**config.mk**
```make
export PLATFORM = sky130hd
export DESIGN_NAME = io_party_line_bus
export DESIGN_NICKNAME = d
export VERILOG_FILES = /design/src/io_party_line_bus_note_end.sv /design/src/io_bus_pkg.sv /design/src/io_party_line_bus.sv
export SDC_FILE = /design/constraint.sdc
export NUM_CORES = 1
export LEC_CHECK = 0
export BUFFER_PORTS_ARGS = -buffer_cell sky130_fd_sc_hd__buf_2
export CORE_MARGIN = 1.5
export CORE_UTILIZATION = 40
export CTS_CLUSTER_SIZE = 14
export DETAILED_ROUTE_END_ITERATION = 10
export GPL_ROUTABILITY_DRIVEN = 0
export MAX_ROUTING_LAYER = met4
export PLACE_DENSITY_LB_ADDON = 0.12
export SETUP_SLACK_MARGIN = 0.02
export SYNTH_ARGS = -nofsm -noshare
export SYNTH_HDL_FRONTEND = slang
export SYNTH_SLANG_ARGS = --single-unit
```
**constraint.sdc**
```tcl
create_clock -name clk_sys -period 6 [get_ports clk_sys]
set_input_delay 0.6 -clock clk_sys [delete_from_list [all_inputs] [get_ports clk_sys]]
set_output_delay 0.6 -clock clk_sys [all_outputs]
set_load 0.02 [all_outputs]
```
**src/io_party_line_bus_note_end.sv**
```systemverilog
`timescale 1ns/1ns
`default_nettype none
`default_nettype wire

```
**src/io_bus_pkg.sv**
```systemverilog
/*
 * Constants shared by the processor end of the party-line I/O bus:
 * timing counts, instruction field positions, pin sampling layout.
 * Assumes the system clock runs at CLK_SYS_MHZ.
 */
package io_bus_pkg;
	localparam int CLK_SYS_MHZ = 50;
	localparam int BUS_CLK_KHZ = 5000;
	// System cycles per half period of the bus clock
	localparam int BUS_CLK_HALF = (CLK_SYS_MHZ * 1000) / (2 * BUS_CLK_KHZ);
	localparam int ADDR_SETUP_NS = 100;
	localparam int SYNC_WIDTH_NS = 400;
	localparam int QUEUE_SETTLE_NS = 600;
	localparam int QUEUE_GAP_NS = 200;
	localparam int IC_HOLD_NS = 10000;
	localparam int SETUP_CYC = (ADDR_SETUP_NS * CLK_SYS_MHZ + 999) / 1000;
	localparam int SYNC_CYC = (SYNC_WIDTH_NS * CLK_SYS_MHZ + 999) / 1000;
	localparam int SETTLE_CYC = (QUEUE_SETTLE_NS * CLK_SYS_MHZ + 999) / 1000;
	localparam int GAP_CYC = (QUEUE_GAP_NS * CLK_SYS_MHZ + 999) / 1000;
	localparam int IC_CYC = (IC_HOLD_NS * CLK_SYS_MHZ + 999) / 1000;
	localparam int CNT_W = 10;
	localparam int DIV_W = 3;
	// Instruction word: bit 0 is the least significant bit
	localparam int INSTR_ADDR_HI_MSB = 9;
	localparam int INSTR_ADDR_HI_LSB = 8;
	localparam int INSTR_ADDR_LO_MSB = 3;
	localparam int PRIO_USED = 8;
	// Sampled pin vector: {ic sources, source id, data, requests}
	localparam int REQ_LSB = 0;
	localparam int DATA_LSB = 3;
	localparam int SID_LSB = 19;
	localparam int ICS_LSB = 25;
	localparam int SYN_W = 28;
	localparam logic [SYN_W-1:0] SYN_RST = 28'h1ffffff;
	localparam logic [2:0] QUEUE_IDLE = 3'h7;
	typedef enum logic [1:0] {
		KIND_DMA,
		KIND_DATA_IRQ,
		KIND_SERVICE_IRQ
	} req_kind_e;
endpackage : io_bus_pkg

```
**src/io_party_line_bus.sv**
```systemverilog
/*
 * Processor end of the party-line I/O bus: programmed transfers,
 * queue-update arbitration for the three request lines, bus clock and
 * initial-condition generation.
 * Assumes external drivers resolve the wired lines from the enables and
 * that the power and console sources are levels from another domain.
 */
`timescale 1ns/1ns
`default_nettype none
module io_party_line_bus
	import io_bus_pkg::*;
(
	input wire logic clk_sys,
	input wire logic rst_b,
	input wire logic io_req,
	input wire logic [15:0] io_instr,
	input wire logic io_is_data,
	input wire logic io_is_input,
	input wire logic [15:0] io_wdata,
	output logic io_ack,
	output logic [15:0] io_rdata,
	output logic grant_valid,
	output logic [1:0] grant_kind,
	output logic [5:0] grant_source_id,
	output logic [7:0] grant_prio,
	output logic grant_prio_unassigned,
	input wire logic grant_done,
	input wire logic power_fail,
	input wire logic power_restored,
	input wire logic master_clear_sw,
	output logic [5:0] dev_addr_n,
	output logic cmd_or_data_sel_n,
	output logic xfer_direction_n,
	output logic xfer_sync_n,
	output logic initial_condition,
	output logic bus_clock_5m_n,
	input wire logic [15:0] bus_data_i_n,
	output logic [15:0] bus_data_o_n,
	output logic bus_data_oe,
	input wire logic dma_word_request_n,
	input wire logic data_irq_request_n,
	input wire logic service_irq_request_n,
	output logic dma_queue_update_n,
	output logic data_irq_queue_update_n,
	output logic service_irq_queue_update_n,
	input wire logic [5:0] source_ident_i_n
);
	typedef enum logic [2:0] {
		ST_IDLE, ST_SETUP, ST_SYNC, ST_HOLD, ST_QUEUE, ST_QGAP
	} bus_state_e;

	typedef struct packed {
		bus_state_e state;
		logic [CNT_W-1:0] cnt;
		logic [DIV_W-1:0] div;
		logic clk_n;
		logic [SYN_W-1:0] s1;
		logic [SYN_W-1:0] s2;
		logic [SYN_W-1:0] s3;
		logic [SYN_W-1:0] stab;
		logic [2:0] ic_prev;
		logic [CNT_W-1:0] ic_cnt;
		logic ic;
		logic [5:0] addr_n;
		logic cd_n;
		logic dir_n;
		logic sync_n;
		logic [15:0] dout_n;
		logic doe;
		logic [2:0] queue_n;
		req_kind_e kind;
		logic ack;
		logic [15:0] rdata;
		logic gv;
		logic [5:0] gsid;
		logic [7:0] gprio;
		logic gbad;
	} bus_s;

	bus_s r_reg;
	bus_s r_next;
	logic [2:0] req_act;
	logic [15:0] data_in;
	logic [5:0] sid_in;
	logic [2:0] ic_src;
	logic [2:0] ic_rise;
	logic queue_n_idle_chk;

	// Agreed pin levels, turned to active high
	assign req_act = ~r_reg.stab[DATA_LSB-1:REQ_LSB];
	assign data_in = ~r_reg.stab[SID_LSB-1:DATA_LSB];
	assign sid_in = ~r_reg.stab[ICS_LSB-1:SID_LSB];
	assign ic_src = r_reg.stab[SYN_W-1:ICS_LSB];
	assign ic_rise = ic_src & ~r_reg.ic_prev;
	// All three queue update lines idle, for the data drive check
	assign queue_n_idle_chk = &r_reg.queue_n;

	// Next state of the whole block
	always_comb begin
		r_next = r_reg;
		r_next.s1 = {master_clear_sw, power_restored, power_fail,
			source_ident_i_n, bus_data_i_n,
			service_irq_request_n, data_irq_request_n, dma_word_request_n};
		r_next.s2 = r_reg.s1;
		r_next.s3 = r_reg.s2;
		// A bit moves only when second and third stages agree
		r_next.stab = (r_reg.s2 & r_reg.s3) |
			(r_reg.stab & (r_reg.s2 | r_reg.s3));
		// Free-running bus clock divider
		if (r_reg.div == DIV_W'(BUS_CLK_HALF - 1)) begin
			r_next.div = '0;
			r_next.clk_n = ~r_reg.clk_n;
		end else begin
			r_next.div = r_reg.div + 1'b1;
		end
		// Initial condition: level on power fail, stretched pulse otherwise
		r_next.ic_prev = ic_src;
		if (ic_rise[1] || ic_rise[2]) begin
			r_next.ic_cnt = CNT_W'(IC_CYC);
		end else if (r_reg.ic_cnt != '0) begin
			r_next.ic_cnt = r_reg.ic_cnt - 1'b1;
		end
		r_next.ic = ic_src[0] || (r_next.ic_cnt != '0);
		r_next.ack = 1'b0;
		r_next.gv = 1'b0;
		if (r_next.ic) begin
			// Clear drops every strobe so the bus goes quiet
			r_next.state = ST_IDLE;
			r_next.sync_n = 1'b1;
			r_next.doe = 1'b0;
			r_next.queue_n = QUEUE_IDLE;
		end else begin
			case (r_reg.state)
				ST_IDLE: begin
					if (io_req) begin
						r_next.addr_n = ~{io_instr[INSTR_ADDR_HI_MSB:INSTR_ADDR_HI_LSB],
							io_instr[INSTR_ADDR_LO_MSB:0]};
						r_next.cd_n = ~io_is_data;
						r_next.dir_n = ~io_is_input;
						r_next.dout_n = ~io_wdata;
						r_next.doe = ~io_is_input;
						r_next.cnt = CNT_W'(SETUP_CYC - 1);
						r_next.state = ST_SETUP;
					end else if (req_act != '0) begin
						// DMA first; data level C before service level D
						if (req_act[0]) begin
							r_next.kind = KIND_DMA;
							r_next.queue_n = 3'h6;
						end else if (req_act[1]) begin
							r_next.kind = KIND_DATA_IRQ;
							r_next.queue_n = 3'h5;
						end else begin
							r_next.kind = KIND_SERVICE_IRQ;
							r_next.queue_n = 3'h3;
						end
						r_next.cnt = CNT_W'(SETTLE_CYC - 1);
						r_next.state = ST_QUEUE;
					end
				end
				ST_SETUP: begin
					r_next.cnt = r_reg.cnt - 1'b1;
					if (r_reg.cnt == '0) begin
						r_next.sync_n = 1'b0;
						r_next.cnt = CNT_W'(SYNC_CYC - 1);
						r_next.state = ST_SYNC;
					end
				end
				ST_SYNC: begin
					r_next.cnt = r_reg.cnt - 1'b1;
					if (r_reg.cnt == '0) begin
						r_next.rdata = data_in;
						r_next.ack = 1'b1;
						r_next.sync_n = 1'b1;
						r_next.cnt = CNT_W'(SETUP_CYC - 1);
						r_next.state = ST_HOLD;
					end
				end
				ST_HOLD: begin
					// Address and data held past sync for the slowest receiver
					r_next.cnt = r_reg.cnt - 1'b1;
					if (r_reg.cnt == '0) begin
						r_next.doe = 1'b0;
						r_next.state = ST_IDLE;
					end
				end
				ST_QUEUE: begin
					// Losers have withdrawn by the end of the settle time
					r_next.cnt = r_reg.cnt - 1'b1;
					if (r_reg.cnt == '0) begin
						r_next.gsid = sid_in;
						r_next.gprio = data_in[PRIO_USED-1:0];
						r_next.gbad = |data_in[15:PRIO_USED];
						r_next.gv = 1'b1;
						r_next.queue_n = QUEUE_IDLE;
						r_next.cnt = CNT_W'(GAP_CYC - 1);
						r_next.state = ST_QGAP;
					end
				end
				ST_QGAP: begin
					// Wait for release and for the service to be finished
					if (r_reg.cnt != '0) begin
						r_next.cnt = r_reg.cnt - 1'b1;
					end else if (grant_done) begin
						r_next.state = ST_IDLE;
					end
				end
				default: begin
					r_next.state = ST_IDLE;
				end
			endcase
		end
	end

	// State register; ground-true bus lines rest at their inactive high level, initial condition asserted
	always_ff @(posedge clk_sys or negedge rst_b) begin
		if (!rst_b) begin
			r_reg <= '{state: ST_IDLE, cnt: '0, div: '0, clk_n: 1'b1,
				s1: SYN_RST, s2: SYN_RST, s3: SYN_RST, stab: SYN_RST,
				ic_prev: '0, ic_cnt: '0, ic: 1'b1, addr_n: '1, cd_n: 1'b1,
				dir_n: 1'b1, sync_n: 1'b1, dout_n: '1, doe: 1'b0,
				queue_n: QUEUE_IDLE, kind: KIND_DMA, ack: 1'b0, rdata: '0,
				gv: 1'b0, gsid: '0, gprio: '0, gbad: 1'b0};
		end else begin
			r_reg <= r_next;
		end
	end

	// Outputs taken straight from the state register
	assign io_ack = r_reg.ack;
	assign io_rdata = r_reg.rdata;
	assign grant_valid = r_reg.gv;
	assign grant_kind = r_reg.kind;
	assign grant_source_id = r_reg.gsid;
	assign grant_prio = r_reg.gprio;
	assign grant_prio_unassigned = r_reg.gbad;
	assign dev_addr_n = r_reg.addr_n;
	assign cmd_or_data_sel_n = r_reg.cd_n;
	assign xfer_direction_n = r_reg.dir_n;
	assign xfer_sync_n = r_reg.sync_n;
	assign initial_condition = r_reg.ic;
	assign bus_clock_5m_n = r_reg.clk_n;
	assign bus_data_o_n = r_reg.dout_n;
	assign bus_data_oe = r_reg.doe;
	assign dma_queue_update_n = r_reg.queue_n[0];
	assign data_irq_queue_update_n = r_reg.queue_n[1];
	assign service_irq_queue_update_n = r_reg.queue_n[2];
endmodule : io_party_line_bus
`default_nettype wire

```
## Word-level counts from Yosys, hierarchy flattened

Index checks and enable logic that the tools add are counted.

- Memories kept: 0
- Latch bits: 0
- Word-level logic and storage cells: 117
- Register bits: 207
- Memory bits (writable): 0
- Bits in read-only memories: 0
- Input bits: 66
- Output and inout port bits: 66

- Div/mod/pow operators: 0
- Reduce and logical (&&, ||, !) cells: 22
- Add/sub/neg operators: 3
- Equal/unequal tests: 18
- $mul: 0
- Mux-type cells: 33
- Shift-type cells: 0
- Magnitude comparators: 0
- Bitwise gates (word level): 16

Operator list:

| kind | number |
|---|---|
| $mux W13 | 5 |
| $pmux W10 S6 | 1 |
| $and A28 B28 Y28 | 2 |
| $or A28 B28 Y28 | 2 |
| $mux W17 | 2 |
| $mux W33 | 1 |
| $mux W16 | 2 |
| $not A16 Y16 | 2 |
| $mux W10 | 3 |
| $ne A3 B3 Y1 const B | 10 |
| $reduce_bool A10 Y1 | 3 |
| $mux W5 | 4 |
| $sub A10 B1 Y10 const B | 2 |
| $mux W3 | 6 |
| $pmux W3 S6 | 1 |
| $reduce_and A3 Y1 | 5 |
| $not A6 Y6 | 2 |
| $reduce_and A4 Y1 | 3 |
| $reduce_bool A3 Y1 | 4 |
| $logic_not A10 Y1 | 1 |
| $eq A3 B3 Y1 const B | 3 |
| $reduce_or A8 Y1 | 1 |
| $reduce_and A7 Y1 | 1 |
| $eq A3 B2 Y1 const B | 2 |
| 14 further kinds | 24 |

## Longest topological paths before layout

- Word-level depth: 8
- Depth in mapped cells: 13
- Gate-level depth less buffers: 10

## Worst setup path after synthesis

Ideal clock, no wire load.

- Kind: reg2reg
- Start: reg r_reg[65] (netlist name)
- End: reg r_reg[198] (netlist name)
- Data required time: 5875 ps
- Arrival time: 2738 ps
- Slack: 3137 ps
- Period minus slack after synthesis: 2863 ps
- Path buffers: 3
- Setup time: 125 ps
- Stages on the path, launching flop included: 12
- Cell sequence: dfrtp_1 -> clkbuf_1 -> inv_1 -> ha_1 -> or4b_1 -> buf_2 -> o31ai_1 -> nor4_2 -> and3b_1 -> buf_6 -> nand2_2 -> mux2_4

- Longest elaborated chain between the ends: 7
- Elaborated cells on any way between the ends: 8
- Classes of those cells: 1 x add/sub; 2 x mux; 1 x bitwise; 4 x reduce/logical

RTL lines:

| what | line | RTL |
|---|---|---|
| start: declaration | io_party_line_bus.sv:80 | `bus_s r_reg;` |
| start signal: assignment | io_party_line_bus.sv:217 | `r_reg <= '{state: ST_IDLE, cnt: '0, div: '0, clk_n: 1'b1,` |
| start signal: assignment | io_party_line_bus.sv:224 | `r_reg <= r_next;` |
| $sub A10 B1 Y10 / $reduce_bool A10 Y1 (equally long branches) | io_party_line_bus.sv:121, io_party_line_bus.sv:120 |  |
| $mux W10 * | io_party_line_bus.sv:120 | `end else if (r_reg.ic_cnt != '0) begin` |
| $mux W10 * | io_party_line_bus.sv:118 | `if (ic_rise[1] \|\| ic_rise[2]) begin` |
| $reduce_bool A10 Y1 * | io_party_line_bus.sv:123 | `r_next.ic = ic_src[0] \|\| (r_next.ic_cnt != '0);` |
| $logic_or A1 B1 Y1 * | io_party_line_bus.sv:123 |  |
| $not A1 Y1 (no line) * | - |  |
| $reduce_and A4 Y1 (no line) * | - |  |

Every way passes the cells marked *; elsewhere a longest branch is shown, timed or not.
A chain may end at the register's enable or synchronous reset.

## Final worst setup path

- Start: reg r_reg[65] (netlist name)
- End: reg r_reg[199] (netlist name)

Same word-level chain as after synthesis.

==> summary.txt <==
Outcome
  • Status: complete, no violations

Place
  • Port Buffers: 121
  • HPWL after DPL: 9.58 mm
  • Pre-CTS setup slack: 2.62 ns

Global route
  • First-pass GRT wire length: 23.6 mm
  • Vias in the first global route: 4639
  • Largest net degree at the start of global routing: 94
  • Tot GR Track Use: 14.5%
  • Grt ovf: 0
  • Initial antenna violation count: 0

Worst setup path
  • Crit path from: r_reg[65]$_DFF_PN0_
  • Reg2Reg Launch Point: r_reg[65]$_DFF_PN0_
  • Critical Path Max Stage Delay: 0.63 ns
  • Top cell family by delay on the critical path: simple AND/OR/NAND/NOR gates
  • WP data arrival: 3.85 ns
  • Critical path buffer and inverter count: 1
  • Critical path class: flop to flop
  • FF-to-FF setup slack: 2.58 ns
  • Startpoint Class: flop
  • CP cell instances: inv_1, ha_1, or4b_1, o21ai_0, o31ai_1, nor4_2, nand4b_1, or4_1, nand2_1
  • WP data required: 6.43 ns
  • Critical-path maximum fanout: 12
  • Worst setup EP type: flop
  • Worst path slowest cell: or4b_1

Timing
  • Setup-failing EPs final: 0
  • Setup Total Neg Slack: 0 ns
  • Min Hold Slack: 0.166 ns
  • Hold Vio Cnt, Final: 0
  • Clock skew: 0.0247 ns
  • Final period utilization: 57.1%
  • Fmax: 292 MHz
  • Worst slew margin: 51.6%
  • Worst setup margin: 2.58 ns
  • Final Max Slew Viols: 0
  • Final min period: 3.42 ns
  • Actual slew at the worst max-slew pin: 0.725 ns
  • RSZ-0062 raised after global routing: false

Synth
  • YS warnings: 0
  • Mux cell area share after synthesis: 0.580%
  • Yosys cell types: 68
  • Synth Register Bits: 206
  • Synth Area in Compound Gates: 10.0%
  • Syn_area_per_cell: 12.4 um2
  • Syn nets: 712
  • Post-Synth Simple-Gate Area: 10.6%
  • Largest family of logic cells by synthesized area: simple AND/OR/NAND/NOR gates
  • Syn Inst Count: 642
  • Top_reg_cell synth: dfstp_2
  • Synth Area in XOR/XNOR: 0.658%
  • Number of synthesized flops with an enable pin: 0
  • Post-Synth Adder-Cell Area: 4.14%
  • Ys async rst share: 100%
  • Netlist Area Pre-Place: 7980 um2
  • Register area share after synthesis: 66.6%

Power and ir drop
  • Power Density: 348 nW/um2
  • VDD IR max: 0.000181 V
  • Power, Total: 0.00319 W
  • Leak: 3.98 nW

Floorplan
  • Top Ports: 132
  • Die area: 20800 um2
  • Chip width: 144 um
  • Initial Utilization: 40.9%
  • Row cnt: 51
  • Core area: 19500 um2
  • Die Y: 144 um

Clock network
  • Clock buffer depth: 3
  • Post-CTS Setup Repair Bufs: 0
  • Later-pin clock latency in the skew report: 0.51 ns
  • Hold-fix buffers, CTS: 0
  • TritonCTS buffer count: 22
  • CTS sink cnt: 206
  • # resized after CTS: 0
  • CTS tree: yes
  • Htree depth: 1
  • Clk slew on worst S/H paths: 0.06 ns
  • CTS Root Cell: clkbuf_16

Route
  • DR pass1 iterations: 5
  • Initial drt markers: 188
  • Drt drc: 0
  • Post-DR wirelength/cell: 14.6 um
  • DR vias: 4859
  • Antenna viol nets, final: 0
  • Vias per cell: 4.89
  • Detailed Route WL: 14.5 mm

Layout
  • Layout cells sized above 1: 42.6%
  • # diodes: 0
  • Max FFs per register: 81
  • # nets final: 782
  • Syn-to-layout area delta: 14.8%

Run
  • Maxcap violations: 0

Hold path
  • Class of the worst hold path: input port to async pin
## Yosys cell counts, drive strengths merged (7+ instances only)
cell,number,area (um2)
a21oi,17,85.1
buf,70,502
clkbuf,10,37.5
dfrtp,76,1900
dfstp,130,3420
inv,13,48.8
maj3,28,280
nand2,81,307
nand3,10,55.1
nor2,22,82.6
nor3,13,65.1
nor4,7,50.1
o21ai,74,389
## where the power goes
group | switching (W) | total (W) | internal (W)
Combinational | 0.000147 | 0.000251 | 0.000104
Clock | 0.000534 | 0.00134 | 0.000805
Sequential | 0.0000766 | 0.00160 | 0.00152
## layer usage
layer	wire, um	track usage, %	share of wire, %	vias up
met5	0	-	0	-
met4	317	4.47	2.2	0
met1	6680	19.4	46	2379
met3	894	3.21	6.2	27
met2	6580	22.3	45	139
li1	-	-	-	2314
## layout by cell type (no fill, tap or decap), drive strengths merged, types with 3 or more instances in the layout
cell type | netlist | layout
maj3 | 28 | 28
a311oi | 3 | 3
nor3 | 13 | 13
o211ai | 3 | 3
dfstp | 130 | 130
xor2 | 4 | 4
nor2 | 22 | 22
buf | 70 | 125
nor2b | 4 | 4
nand3 | 10 | 10
or3 | 3 | 3
nand3b | 4 | 4
nor4 | 7 | 7
nand4b | 3 | 3
a21oi | 17 | 17
o21ai | 74 | 74
inv | 13 | 13
a31oi | 3 | 3
o31ai | 5 | 5
nand2 | 81 | 81
nand4 | 4 | 4
clkbuf | 10 | 32
ha | 4 | 4
nand2b | 6 | 6
dfrtp | 76 | 76
clkinv | 0 | 6
or4 | 3 | 3
## logic make-up after synthesis
family,count (synthesis)
multiplexers,4
adder cells (fa/ha/maj),32
XOR/XNOR,6
AO/OA/AOI/OAI,131
flip-flops,206
AND/OR/NAND/NOR,170
buffers and inverters,93
## through the flow
stage,util (%),area (um2),instances
finish,46.9,9170,993
global route,46.9,9170,993
CTS,46.9,9170,993
detailed placement,43.2,8430,953
global placement,43.2,8430,953
floorplan,-,7980,642
## layout make-up
class / instances / area, um2
Fill cell: 1859 / 10400
Sequential cell: 206 / 5320
Multi-Input combinational cell: 343 / 2080
Clock buffer: 31 / 654
Timing Repair Buffer: 126 / 652
Tap cell: 265 / 332
Clock inverter: 9 / 86.3
Inverter: 13 / 48.8
## final timing paths
path | depth (start not counted) | endpoint
setup / recovery | 9 | r_reg[199]$_DFFE_PN0P_
hold / removal | 1 | r_reg[69]$_DFF_PN0_
setup reg to reg | 9 | r_reg[199]$_DFFE_PN0P_
hold reg to reg | 0 | r_next[119]$_DFF_PN1_
max in group asynchronous | 2 | io_rdata[0]$_DFFE_PN0P_
min in group clk_sys | 1 | r_next[153]$_DFF_PN1_
No activity file was read; power rests on OpenSTA's default activity.
